==> src/rtl/sea_pkg.sv <==
// constants for the slave-bus eeprom access command handler
package sea_pkg;
	// byte positions within a command sequence
	localparam logic [2:0] POS_SLAVE_COMMAND_CODE     = 3'h0;
	localparam logic [2:0] POS_COUNT     = 3'h1;
	localparam logic [2:0] POS_CMD       = 3'h2;
	localparam logic [2:0] POS_BUSADDR   = 3'h3;
	localparam logic [2:0] POS_OFS_LOW   = 3'h4;
	localparam logic [2:0] POS_OFS_HIGH  = 3'h5;
	localparam logic [2:0] POS_DATA      = 3'h6;
	// command byte field positions
	localparam int BIT_RW_SELECT  = 0;
	localparam int BIT_USE_ADDR   = 1;
	localparam int BIT_NACK_ERR   = 3;
	localparam int BIT_ARB_ERR    = 4;
	localparam int BIT_FRAME_ERR  = 5;
	// bytes following the command code byte in a full sequence, count byte included
	localparam logic [7:0] SEQ_FOLLOW_COUNT = 8'h06;
	// arbitration losses in a row that count as an error
	localparam logic [4:0] ARB_LOSS_LIMIT   = 5'h10;
	localparam logic [7:0] BYTE_RESET       = 8'h00;
	typedef enum logic [2:0] {
		ST_IDLE  = 3'b000,
		ST_RECV  = 3'b001,
		ST_START = 3'b010,
		ST_WAIT  = 3'b011,
		ST_SEND  = 3'b100
	} sea_state_type;
endpackage

==> src/rtl/sea_eeprom_access.sv <==
// slave-bus command handler for single-byte eeprom access over the master bus
`timescale 1ns/100ps
// Operation
// A sequence follows the slave address and opens with the command code byte.
// The count byte is present only in block transactions, not word or byte ones.
// The host sets the count to the bytes following the count byte when writing.
// On read-back the device sends a count equal to the following bytes, status included.
// Position 2 is the command byte, position 3 the bus address used only when selected.
// The host sends the 7-bit bus address left-justified with bit zero cleared.
// Positions 4 and 5 carry the low and high offset bytes.
// Position 6 carries the data byte to write or the byte read back.
// Command bit 0 selects write when 0 and read when 1.
// Command bit 1 selects the supplied bus address instead of the configured one.
// Command bit 3 is set on an unexpected nack and cleared when read.
// Command bit 4 is set after 16 arbitration losses in a row and cleared when read.
// Command bit 5 is set on a misplaced start or stop and cleared when read.
// The three flags act exactly as the matching master bus status flags.
// The host writes zero to command bits 7:6 and bit 2.
// A read is a block write of the request followed by a block read of the result.
module sea_eeprom_access (
	input  wire logic        i_clk,
	input  wire logic        i_rst_b,
	// byte stream from the slave bus engine
	input  wire logic        i_rx_valid,
	input  wire logic [7:0]  i_rx_byte,
	input  wire logic        i_rx_block,
	input  wire logic        i_rx_end,
	// byte stream to the slave bus engine during a block read
	input  wire logic        i_tx_start,
	input  wire logic        i_tx_take,
	output logic             o_tx_valid,
	output logic [7:0]       o_tx_byte,
	// master bus engine
	input  wire logic [6:0]  i_default_eeprom_bus_address,
	output logic             o_mst_req,
	output logic             o_mst_read,
	output logic [6:0]       o_mst_bus_address,
	output logic [15:0]      o_mst_offset,
	output logic [7:0]       o_mst_wdata,
	input  wire logic        i_mst_done,
	input  wire logic [7:0]  i_mst_rdata,
	input  wire logic        i_mst_nack,
	input  wire logic        i_mst_arb_lost,
	input  wire logic        i_mst_framing,
	output logic             o_busy
);
	sea_pkg::sea_state_type state_reg;
	logic [2:0]  pos_reg;
	logic [7:0]  cmd_reg;
	logic [7:0]  bus_addr_reg;
	logic [7:0]  ofs_low_reg;
	logic [7:0]  ofs_high_reg;
	logic [7:0]  data_reg;
	logic [4:0]  arb_cnt_reg;
	logic        nack_flag_reg;
	logic        arb_flag_reg;
	logic        frame_flag_reg;
	logic [2:0]  tx_pos_reg;
	logic        tx_on_reg;
	logic        arb_limit_hit;
	logic        flags_read;
	logic [7:0]  status_byte;
	logic [7:0]  tx_next;
	logic [2:0]  rx_pos;

	// ------------------------------------------------------------
	// receive side
	// ------------------------------------------------------------
	// without the count byte the stream skips position 1
	assign rx_pos = (!i_rx_block && pos_reg == sea_pkg::POS_COUNT) ? sea_pkg::POS_CMD : pos_reg;

	always_ff @(posedge i_clk or negedge i_rst_b) begin
		if (!i_rst_b) begin
			pos_reg      <= 3'h0;
			cmd_reg      <= sea_pkg::BYTE_RESET;
			bus_addr_reg <= sea_pkg::BYTE_RESET;
			ofs_low_reg  <= sea_pkg::BYTE_RESET;
			ofs_high_reg <= sea_pkg::BYTE_RESET;
		end else if (i_rx_end) begin
			pos_reg <= 3'h0;
		end else if (i_rx_valid && state_reg != sea_pkg::ST_WAIT) begin
			if (rx_pos != sea_pkg::POS_DATA)
				pos_reg <= rx_pos + 3'h1;
			case (rx_pos)
				sea_pkg::POS_SLAVE_COMMAND_CODE:    ;
				sea_pkg::POS_COUNT:    ;
				sea_pkg::POS_CMD:      cmd_reg      <= i_rx_byte;
				sea_pkg::POS_BUSADDR:  bus_addr_reg <= i_rx_byte;
				sea_pkg::POS_OFS_LOW:  ofs_low_reg  <= i_rx_byte;
				sea_pkg::POS_OFS_HIGH: ofs_high_reg <= i_rx_byte;
				default:               ;
			endcase
		end
	end

	// ------------------------------------------------------------
	// transaction control
	// ------------------------------------------------------------
	always_ff @(posedge i_clk or negedge i_rst_b) begin
		if (!i_rst_b) begin
			state_reg <= sea_pkg::ST_IDLE;
		end else begin
			case (state_reg)
				sea_pkg::ST_IDLE:
					if (i_rx_valid)
						state_reg <= sea_pkg::ST_RECV;
				sea_pkg::ST_RECV:
					if (i_rx_end)
						state_reg <= (pos_reg == sea_pkg::POS_DATA || cmd_reg[sea_pkg::BIT_RW_SELECT])
							? sea_pkg::ST_START : sea_pkg::ST_IDLE;
				sea_pkg::ST_START:
					state_reg <= sea_pkg::ST_WAIT;
				sea_pkg::ST_WAIT:
					if (i_mst_done || arb_limit_hit)
						state_reg <= sea_pkg::ST_IDLE;
				default:
					state_reg <= sea_pkg::ST_IDLE;
			endcase
		end
	end

	always_ff @(posedge i_clk or negedge i_rst_b) begin
		if (!i_rst_b) begin
			o_mst_req         <= 1'b0;
			o_mst_read        <= 1'b0;
			o_mst_bus_address <= 7'h00;
			o_mst_offset      <= 16'h0000;
			o_mst_wdata       <= sea_pkg::BYTE_RESET;
		end else if (state_reg == sea_pkg::ST_START) begin
			o_mst_req         <= 1'b1;
			o_mst_read        <= cmd_reg[sea_pkg::BIT_RW_SELECT];
			o_mst_bus_address <= cmd_reg[sea_pkg::BIT_USE_ADDR] ? bus_addr_reg[7:1]
				: i_default_eeprom_bus_address;
			o_mst_offset      <= {ofs_high_reg, ofs_low_reg};
			o_mst_wdata       <= data_reg;
		end else if (i_mst_done || arb_limit_hit) begin
			o_mst_req <= 1'b0;
		end
	end

	always_ff @(posedge i_clk or negedge i_rst_b) begin
		if (!i_rst_b)
			o_busy <= 1'b0;
		else
			o_busy <= (state_reg == sea_pkg::ST_START) || (state_reg == sea_pkg::ST_WAIT);
	end

	// data byte: written value from the host, or read-back from the eeprom
	always_ff @(posedge i_clk or negedge i_rst_b) begin
		if (!i_rst_b)
			data_reg <= sea_pkg::BYTE_RESET;
		else if (state_reg == sea_pkg::ST_WAIT && i_mst_done && o_mst_read)
			data_reg <= i_mst_rdata;
		else if (i_rx_valid && rx_pos == sea_pkg::POS_DATA && state_reg != sea_pkg::ST_WAIT)
			data_reg <= i_rx_byte;
	end

	// ------------------------------------------------------------
	// error flags
	// ------------------------------------------------------------
	assign arb_limit_hit = (state_reg == sea_pkg::ST_WAIT) && i_mst_arb_lost
		&& (arb_cnt_reg == sea_pkg::ARB_LOSS_LIMIT - 5'h01);
	// flags clear once the status byte has been handed out
	assign flags_read = tx_on_reg && i_tx_take && tx_pos_reg == sea_pkg::POS_CMD;

	always_ff @(posedge i_clk or negedge i_rst_b) begin
		if (!i_rst_b)
			arb_cnt_reg <= 5'h00;
		else if (state_reg != sea_pkg::ST_WAIT || arb_limit_hit || i_mst_done)
			arb_cnt_reg <= 5'h00;
		else if (i_mst_arb_lost)
			arb_cnt_reg <= arb_cnt_reg + 5'h01;
	end

	// a new event in the read cycle wins over the clear
	always_ff @(posedge i_clk or negedge i_rst_b) begin
		if (!i_rst_b) begin
			nack_flag_reg  <= 1'b0;
			arb_flag_reg   <= 1'b0;
			frame_flag_reg <= 1'b0;
		end else begin
			if (state_reg == sea_pkg::ST_WAIT && i_mst_nack)
				nack_flag_reg <= 1'b1;
			else if (flags_read)
				nack_flag_reg <= 1'b0;
			if (arb_limit_hit)
				arb_flag_reg <= 1'b1;
			else if (flags_read)
				arb_flag_reg <= 1'b0;
			if (state_reg == sea_pkg::ST_WAIT && i_mst_framing)
				frame_flag_reg <= 1'b1;
			else if (flags_read)
				frame_flag_reg <= 1'b0;
		end
	end

	// ------------------------------------------------------------
	// block read answer
	// ------------------------------------------------------------
	always_comb begin
		status_byte = 8'h00;
		status_byte[sea_pkg::BIT_RW_SELECT] = cmd_reg[sea_pkg::BIT_RW_SELECT];
		status_byte[sea_pkg::BIT_USE_ADDR]  = cmd_reg[sea_pkg::BIT_USE_ADDR];
		status_byte[sea_pkg::BIT_NACK_ERR]  = nack_flag_reg;
		status_byte[sea_pkg::BIT_ARB_ERR]   = arb_flag_reg;
		status_byte[sea_pkg::BIT_FRAME_ERR] = frame_flag_reg;
	end

	always_comb begin
		case (tx_pos_reg)
			sea_pkg::POS_SLAVE_COMMAND_CODE:    tx_next = sea_pkg::SEQ_FOLLOW_COUNT - 8'h01;
			sea_pkg::POS_COUNT:    tx_next = status_byte;
			sea_pkg::POS_CMD:      tx_next = bus_addr_reg;
			sea_pkg::POS_BUSADDR:  tx_next = ofs_low_reg;
			sea_pkg::POS_OFS_LOW:  tx_next = ofs_high_reg;
			sea_pkg::POS_OFS_HIGH: tx_next = data_reg;
			default:               tx_next = 8'h00;
		endcase
	end

	always_ff @(posedge i_clk or negedge i_rst_b) begin
		if (!i_rst_b) begin
			tx_on_reg  <= 1'b0;
			tx_pos_reg <= 3'h0;
			o_tx_valid <= 1'b0;
			o_tx_byte  <= sea_pkg::BYTE_RESET;
		end else if (i_tx_start) begin
			tx_on_reg  <= 1'b1;
			tx_pos_reg <= sea_pkg::POS_COUNT;
			o_tx_valid <= 1'b1;
			o_tx_byte  <= sea_pkg::SEQ_FOLLOW_COUNT - 8'h01;
		end else if (tx_on_reg && i_tx_take) begin
			if (tx_pos_reg == sea_pkg::POS_DATA) begin
				tx_on_reg  <= 1'b0;
				o_tx_valid <= 1'b0;
			end else begin
				tx_pos_reg <= tx_pos_reg + 3'h1;
				o_tx_byte  <= tx_next;
			end
		end
	end
endmodule

==> config.mk <==
export PLATFORM = sky130hd
export DESIGN_NAME = sea_eeprom_access
export DESIGN_NICKNAME = d
export VERILOG_FILES = /design/src/rtl/sea_pkg.sv /design/src/rtl/sea_eeprom_access.sv
export SDC_FILE = /design/constraint.sdc
export NUM_CORES = 1
export LEC_CHECK = 0
export ABC_CLOCK_PERIOD_IN_PS = 4200
export BUFFER_PORTS_ARGS = -buffer_cell sky130_fd_sc_hd__clkbuf_2
export CAP_MARGIN = 20
export CORE_MARGIN = 1.5
export CORE_UTILIZATION = 55
export DETAILED_ROUTE_END_ITERATION = 8
export HOLD_SLACK_MARGIN = 0.12
export PLACE_DENSITY_LB_ADDON = 0.3
export SLEW_MARGIN = 20
export SYNTH_ARGS = -nofsm -noshare
export SYNTH_HDL_FRONTEND = slang
export SYNTH_SLANG_ARGS = --single-unit
==> constraint.sdc <==
create_clock -name i_clk -period 4.2 [get_ports i_clk]
set_input_delay 0.42 -clock i_clk [delete_from_list [all_inputs] [get_ports i_clk]]
set_output_delay 0.42 -clock i_clk [all_outputs]
set_load 0.01 [all_outputs]
# [Word level (Yosys, flattened, before mapping)]
# Cells that the tools add are included.
[word_totals] regBits=94 output_inout_bits=43
[classes] add_sub_neg=3 n_eq_ne=23 bitwise_logic=1 n_mux=30 n_reduce_logical=38
[op_table] operator="$pmux W8 S6" n=1
[op_table] operator="$mux W8" n=5
[op_table] operator="$mux W3" n=10
[op_table] operator="$eq A3 B3 Y1 const B" n=7
[op_table] operator="$reduce_bool A2 Y1" n=10
[op_table] operator="$eq A3 B2 Y1 const B" n=6
[op_table] operator="$reduce_and A3 Y1" n=5
[op_table] operator="$logic_and A1 B1 Y1" n=12
[op_table] operator="$pmux W3 S4" n=1
[op_table] operator="$mux W5" n=2
[op_table] operator="$eq A3 B1 Y1 const B" n=3
[op_table] operator="$mux W1" n=9
[op_table] operator="$ne A2 B2 Y1 const B" n=4
[op_table] operator="$mux W7" n=1
[op_table] operator="$add A3 B1 Y3 const B" n=2
[op_table] operator="$logic_not A3 Y1" n=2
[op_table] operator="$reduce_and A2 Y1" n=3
[op_table] operator="$add A5 B1 Y5 const B" n=1
[op_table] operator="$eq A5 B4 Y1 const B" n=1
[op_table] operator="$logic_or A1 B1 Y1" n=5
[op_table] operator="$ne A3 B2 Y1 const B" n=1
[op_table] operator="$ne A3 B3 Y1 const B" n=1
[op_table] operator="$mux W2" n=1
[op_table] operator="$logic_not A1 Y1" n=1
[op_table] operator="$not A1 Y1" n=1

# [Longest topological paths before layout]
# Gate-level depths: netlist (run 1).
[depth] ltp_word=8 mapped_depth=8 ltp_nobuf=7

# [Worst setup path before layout (run 1)]
# No wires, ideal clock.
[synth_path] path_kind="register to register" startpoint="reg tx_pos_reg[2]" endpoint="reg o_tx_byte[1]" required_time_ns=4.049 arrival_ns=1.799 setup_ns=0.151 path_stages_with_launch=7 n_path_buf=2 setup_slack_ns=2.250 cell_sequence="dfrtp_1 clkbuf_1 inv_1 ha_1 clkbuf_1 o41ai_1 o21ai_0"
[synth_via] elab_chain_cells=5 elab_cells_between_ends=13 cone_classes="eq/ne: 7; mux: 4; reduce/logical: 2"
[synth_rtl] element="start: declaration" line_no="sea_eeprom_access.sv:58" rtl="logic [2:0] tx_pos_reg;"
[synth_rtl] element="start signal: assignment" line_no="sea_eeprom_access.sv:229" rtl="tx_pos_reg <= sea_pkg::POS_COUNT;"
[synth_rtl] element="start signal: assignment" line_no="sea_eeprom_access.sv:237" rtl="tx_pos_reg <= tx_pos_reg + 3'h1;"
[synth_rtl] element="$eq A3 B3 Y1, or another cell as far along" line_no="sea_eeprom_access.sv:210" rtl="case (tx_pos_reg)"
[synth_rtl] element="$pmux W8 S6" line_no="sea_eeprom_access.sv:210"
[synth_rtl] element="$mux W8" line_no="sea_eeprom_access.sv:233" rtl="if (tx_pos_reg == sea_pkg::POS_DATA) begin"
[synth_rtl] element="$mux W8" line_no="sea_eeprom_access.sv:232" rtl="end else if (tx_on_reg && i_tx_take) begin"
[synth_rtl] element="$mux W8" line_no="sea_eeprom_access.sv:227" rtl="end else if (i_tx_start) begin"
[synth_rtl] element="end signal: assignment" line_no="sea_eeprom_access.sv:226" rtl="o_tx_byte <= sea_pkg::BYTE_RESET;"
[synth_rtl] element="end signal: assignment" line_no="sea_eeprom_access.sv:231" rtl="o_tx_byte <= sea_pkg::SEQ_FOLLOW_COUNT - 8'h01;"
[synth_rtl] element="end signal: assignment" line_no="sea_eeprom_access.sv:238" rtl="o_tx_byte <= tx_next;"
[synth_rtl] element="end: declaration" line_no="sea_eeprom_access.sv:32" rtl="output logic [7:0] o_tx_byte,"
# Parallel ways exist; a longest one is shown, timed or not. The select of a mux whose other input is x is not followed.
# A chain may end at the register's enable or synchronous reset.

# [Worst setup path in the final report (run 1)]
[layout_path] startpoint="reg tx_pos_reg[2]" endpoint="reg o_tx_byte[3]"
# Same word-level chain as after synthesis.

==> results of run 1 <==
==> synth_stat cells, types with 3 or more instances <==
| library cell | count |
|---|---|
| and2_1 | 3 |
| nand2_1 | 33 |
| buf_2 | 4 |
| ha_1 | 10 |
| a21oi_1 | 4 |
| nand3b_1 | 4 |
| o21ai_0 | 23 |
| a22oi_1 | 7 |
| clkbuf_1 | 11 |
| o21a_1 | 3 |
| and3_1 | 5 |
| a211oi_1 | 3 |
| dfrtp_1 | 93 |
| a222oi_1 | 4 |
| a22o_1 | 5 |
| mux2i_1 | 14 |
| mux2_2 | 51 |
| inv_1 | 9 |
| nand3_1 | 3 |
| nor2_1 | 9 |
==> cells by family (layout without fill, tap and decap cells) <==
logic type	count (synthesis)	in the layout	synth area share, %
flip-flops	93	93	56.7
AO/OA/AOI/OAI	68	68	11.7
AND/OR/NAND/NOR	67	67	8.20
multiplexers	65	65	17.4
buffers and inverters	24	104	2.32
adder cells (fa/ha/maj)	10	10	3.05
XOR/XNOR	3	3	0.640
==> metrics by stage <==
| step | total power [mW] | area (um^2) | hold WS (ns) | utilization (%) | worst slack, ns |
|---|---|---|---|---|---|
| 2_1_floorplan | 1.78 | 4110 | 0.124 | - | 2.25 |
| 3_3_place_gp | 2.04 | 4570 | 0.457 | 63.0 | 2.17 |
| 3_5_place_dp | 2.07 | 4570 | 0.459 | 63.0 | 2.08 |
| 4_1_cts | 2.63 | 4760 | 0.257 | 65.7 | 2.05 |
| 5_1_grt | 2.77 | 4760 | 0.260 | 65.7 | 1.77 |
| 6_report | 2.61 | 4760 | 0.257 | 65.7 | 2.00 |
==> where the power goes <==
group          switching, mW  internal, mW
sequential             0.232          1.15
combinational          0.324         0.350
clock                  0.311         0.250
==> routing by layer <==
layer	wire [um]	share of wire, %	up-vias
li1	-	-	1347
met2	4390	49	109
met5	0	0	-
met1	3860	43	1468
met3	546	6.1	13
met4	183	2.0	0
==> worst max-delay path, stage by stage (launching register included) <==
cell     delay [ns]
dfrtp_1        0.55
inv_1          0.14
ha_1           0.35
o41ai_1        0.76
o21ai_0        0.25
==> area by class of cell <==
type	instances	area (um^2)	area share, %
clock buffer	12	155	3.26
sequential	93	2330	48.8
multi-input combinational	213	1680	35.3
clock inverter	4	32.5	0.683
tap	99	124	2.60
inverter	9	33.8	0.709
timing repair buffer	79	408	8.56
==> worst paths after layout <==
kind                                start             end  slack [ns]  depth (start not counted)
hold / removal             i_mst_rdata[2]     data_reg[2]        0.26                          3
setup reg to reg            tx_pos_reg[2]    o_tx_byte[3]        2.00                          4
min in group asynchronous         i_rst_b  arb_cnt_reg[4]        0.58                          2
hold reg to reg              o_tx_byte[1]    o_tx_byte[1]        0.49                          2
setup / recovery            tx_pos_reg[2]    o_tx_byte[3]        2.00                          4
max in group asynchronous         i_rst_b     data_reg[6]        2.59                          3
==> repair_timing <==
| item | 4_1_cts | 5_1_grt |
|---|---|---|
| resized for setup | 0 | 0 |
| hold buffers | 1 | 0 |
| setup endpoints to repair | 0 | 0 |
| endpoints found under the hold margin | 45 | 0 |
==> summary.md, run 1 <==
| Metric | Value |
|---|---|
| Relative slew slack | around 50% |
| Commonest cells after routing, fill and taps aside | 93 x dfrtp_1, 75 x clkbuf_2, 51 x mux2_2 |
| Detailed placement HPWL | 6490 um |
| Top Usage Layer GRT | met2 |
| Die ar. | 7990 um^2 |
| Global router's overall resource usage | 23.8% |
| Core Rows | 31 |
| GR Util met2 | a little under two fifths |
| N_diodes | 0 |
| Drt drc | 0 |
| NumNets Final | 449 |
| Startpoint Class | register |
| Setup violations, final | 0 |
| Die width | 89.4 um |
| DIE HEIGHT | 89.4 um |
| Fillers | 579 |
| Ports | 77 |
| Initial Util | 56.6% |
| WS Path Type | register to register |
| RSZ-0062 raised after global routing | false |
| First-pass GRT wire length | 14,000 um |
| Reg clk slew, reported paths | 0.09 ns |
| Leakage | 2.33 nW |
| Crit path DAT | 2.41 ns |
| Met3 GRT Util | 4.43% |
| Met1 usage in global routing | 31.7% |
| Post-CTS Repair Setup Buffers | 0 |
| Maximum fanout along the worst path | 13 |
| Distinct cells, synth | 45 |
| Vias per inst | 5.77 |
| CTS tree | yes |
| Non-Filler Instances | approximately 500 |
| Ys flop type | dfrtp_1 |
| Minimum clock period | 2.20 ns |
| Setup Skew | ~0.012 ns |
| Ys async rst share | 100% |
| Net Count, Synth | 374 |
| Vias in the first global route | 2,792 |
| Core footprint | 7250 um^2 |
| Syn Area/Cell | 12.4 um^2 |
| Number of port buffers | 76 |
| TritonCTS Buffers | 9 |
| Most common cell after layout, fill and taps aside | dfrtp_1 |
| Total clock sinks | 93 |
| Max-Cap Viols | 0 |
| Run status | finished clean |
| Setup TNS | 0 ns |
| Layout area overhead | 16.0% |
| Max VDD drop | around 0.00026 V |
| Largest register FFs | 16 |
| Number of flops mapped to enable cells by yosys | 0 |
| RD Place Congestion | just under 0.9 |
| Initial antenna violation count | 0 |
| PwrDens | 549 nW/um^2 |
| HP Class | primary input to register |
| Top cell type's share of synthesized area | about 57% |
| Largest area contributor in the synthesized netlist | dfrtp_1 |
| Final hold vios | 0 |
| Main area contributors after synthesis | dfrtp_1 57%, mux2_2 14%, mux2i_1 3.4% |
| Layout cell share with drive strength beyond 1 | 36.6% |
| Max Clock Freq | between 0.4 and 0.5 GHz |
| DRT Pass-1 Iters | 6 |
| Routed via count | 2,937 |
| Final cycle utilization of the critical path | 52.4% |
| Synth warnings | 0 |
| Max-slew violations | 0 |
| #FFs+latches synth | 93 |
| CTS H-tree depth | 3 |
| Crit path required time | 4.41 ns |
| CP endpoint kind | register |
| Placed instance count | 492 |
| Mapped Area | 4110 um^2 |
| Worst-Skew Late Latency | 0.37 ns |
| Largest reg by FF count | o_mst_offset |
| Total congestion overflow | 0 |
| Root buf cell | clkbuf_8 |
| Largest net degree at the start of global routing | 49 |
| Max Root-Sink Buffers | 2 |
| Antenna-violating nets left | 0 |
| Post-Synthesis Cells | 330 |
| Routed length per placed instance | 17.6 um |
| DRT Wirelength | 8980 um |
| Slew @ Worst Pin | 0.748 ns |
| Sequential share of the synthesized area | 56.7% |
| DRT iter0 DRCs | 145 |
(Power assumes the default switching activity.)
==> run 2: changes to the inputs <==
ABC_CLOCK_PERIOD_IN_PS = 2000   (was 4200)
CORE_UTILIZATION = 50   (was 55)
clock period = 2 ns   (was 4.2 ns; I/O delays follow)
==> summary.md, run 2 (synthesis gave the netlist of run 1 again) <==
| Metric | Value |
|---|---|
| Setup violations, final | 0 |
| Clock power share | 20.5% |
| Vias in the first global route | about 3,100 |
| Crit path from | pos_reg[1] |
| Reg clk slew, reported paths | ~0.090 ns |
| CP Depth | 5 |
| Max-Cap Viols | 0 |
| Max Root-Sink Buffers | 2 |
| Setup TNS | 0 ns |
| Sequential power share | a little over half |
| Layout area overhead | 22.7% |
| DRT Wirelength | 9320 um |
| Number of port buffers | 76 |
| Final cycle utilization of the critical path | around 92% |
| RSZ-0062 raised after global routing | false |
| Ports | 77 |
| Met3 GRT Util | 3.50% |
| Flop-to-flop setup slack | 0.16 ns |
| Largest reg by FF count | o_mst_offset |
| Max Clock Freq | 0.542 GHz |
| Crit path required time | between 2 and 2.5 ns |
| Relative slew slack | just under 60% |
| First-pass GRT wire length | 15,600 um |
| Die width | 93.6 um |
| Total clock sinks | 93 |
| Critical path, cell by cell | a21o_1, inv_1, ha_1, and3_1, mux2_2 |
| WS Path Type | register to register |
| Combinational Power Share | 26.8% |
| Leakage | between 2 and 2.5 nW |
| Antenna-violating nets left | 0 |
| Run status | finished clean |
| Commonest cells after routing, fill and taps aside | 92 x dfrtp_1, 75 x clkbuf_2, 51 x mux2_2 |
| Slew @ Worst Pin | 0.603 ns |
| Sw Share | 34.0% |
| TritonCTS Buffers | 9 |
| CTS H-tree depth | 3 |
| CP endpoint kind | register |
| Initial antenna violation count | 0 |
| Drt drc | 0 |
| N_diodes | 0 |
| HP Class | primary input to register |
| Largest register FFs | 16 |
| Top Usage Layer GRT | met2 |
| DRT iter0 DRCs | 169 |
| Placed instance count | 504 |
| DRT Pass-1 Iters | 4 |
| Cell family contributing the most delay on the critical path | flip-flops |
| Max-slew violations | 0 |
| Routed length per placed instance | 17.3 um |
| Largest net degree at the start of global routing | between 40 and 50 |
| Layout cell share with drive strength beyond 1 | 37.4% |
| Maximum fanout along the worst path | 8 |
| Minimum clock period | 1.84 ns |
| Final hold vios | 0 |
| Startpoint Class | register |
| Crit path DAT | 2.09 ns |
| Worst Setup EP | ofs_high_reg[0] |
| Worst-Skew Late Latency | 0.37 ns |
| Root buf cell | clkbuf_8 |
| R2r endpoint | ofs_high_reg[0] |
| Total congestion overflow | 0 |
| Worst path slowest cell | dfrtp_1 |
| CTS tree | yes |
| Internal | ~3.6 mW |
| Vias per inst | ~5.6 |
| Detailed placement HPWL | between 6000 and 7000 um |
| Core footprint | 7850 um^2 |
| Initial Util | between 50% and 60% |
| Non-Filler Instances | around 540 |
| Net switching power figure | 1.88 mW |
| Core Rows | 32 |
| Global router's overall resource usage | 23.7% |
| FF-to-FF path depth | 5 |
| Post-CTS Repair Setup Buffers | 0 |
| Most common cell after layout, fill and taps aside | dfrtp_1 |
| WP buf/inv | 1 |
| Routed via count | 2,997 |
| Die ar. | just under 9000 um^2 |
| Max VDD drop | between 0.0005 and 0.0006 V |
| PwrDens | 1100 nW/um^2 |
| CP max stage delay | 0.50 ns |
| GR Util met2 | 36.4% |
| Met1 usage in global routing | 33.8% |
| R2r startpoint | pos_reg[1] |
| NumNets Final | approximately 480 |
| DIE HEIGHT | 93.6 um |
| Setup Skew | 0.0109 ns |
| RD Place Congestion | 0.942 |
-- run 2: cell types whose count changed in the layout (fill, tap and decap cells not counted), sizes merged --
cell,delta
clkinvlp,+2
buf,+9
dlygate4sd3,+18
inv,+2
clkinv,-2
clkbuf,-3
-- run 2: how the worst min path moves through the flow --
stage                       startpoint              endpoint  slack (ns)  cells after the start
after CTS                 i_rx_byte[7]       ofs_high_reg[7]        0.12                      2
final                       i_mst_done             o_mst_req        0.13                      3
after global routing      i_rx_byte[7]       ofs_high_reg[7]        0.14                      2
after detailed placement       i_rst_b  o_mst_bus_address[3]        0.15                      1
after floorplan                i_rst_b        arb_cnt_reg[0]        -0.1                      0
after global placement         i_rst_b        arb_cnt_reg[4]        0.15                      1
-- run 2: metal layers --
metal	routed length [um]	share of wire [%]
met5	0	0
met4	184	2.0
met3	399	4.3
met2	4350	47
met1	4390	47
-- run 2: stage by stage --
step	hold WS, ns	area (um^2)	worst slack (ns)	util [%]	power [mW]
after global routing	0.136	5040	0.0208	64.2	5.87
after CTS	0.122	5010	0.0572	63.9	5.55
after detailed placement	0.147	4650	0.0576	59.3	4.40
after floorplan	-0.0956	4110	0.0504	-	3.73
after global placement	0.148	4650	0.139	59.3	4.34
final	0.130	5040	0.156	64.2	5.53
-- run 2: tightest hold or removal path, cell delays in order --
cell      delay, ns
clkbuf_2       0.11
nand3b_1       0.10
nand2_1        0.05
-- run 2: area by class of cell --
type / instances / area, um^2
multi-input combinational: 213 / 1710
tap: 102 / 128
clock inverter: 6 / 47.5
timing repair buffer: 106 / 668
inverter: 9 / 33.8
sequential: 93 / 2330
fill: 675 / 2810
clock buffer: 9 / 124
-- run 2: what timing repair did --
| item | in CTS | in global routing |
|---|---|---|
| gates resized for setup | 0 | 5 |
| endpoints found under the setup margin | 0 | 20 |
| endpoints found under the hold margin | 73 | 0 |
| hold buffers | 19 | 0 |
-- run 2: power groups by stage --
stage / combinational, mW / clock (mW) / sequential, mW
global placement: 1.40 / 0 / 2.94
floorplan: 0.890 / 0 / 2.84
finish: 1.48 / 1.13 / 2.91
detailed placement: 1.46 / 0 / 2.94
CTS: 1.49 / 1.15 / 2.91
global route: 1.65 / 1.23 / 2.99
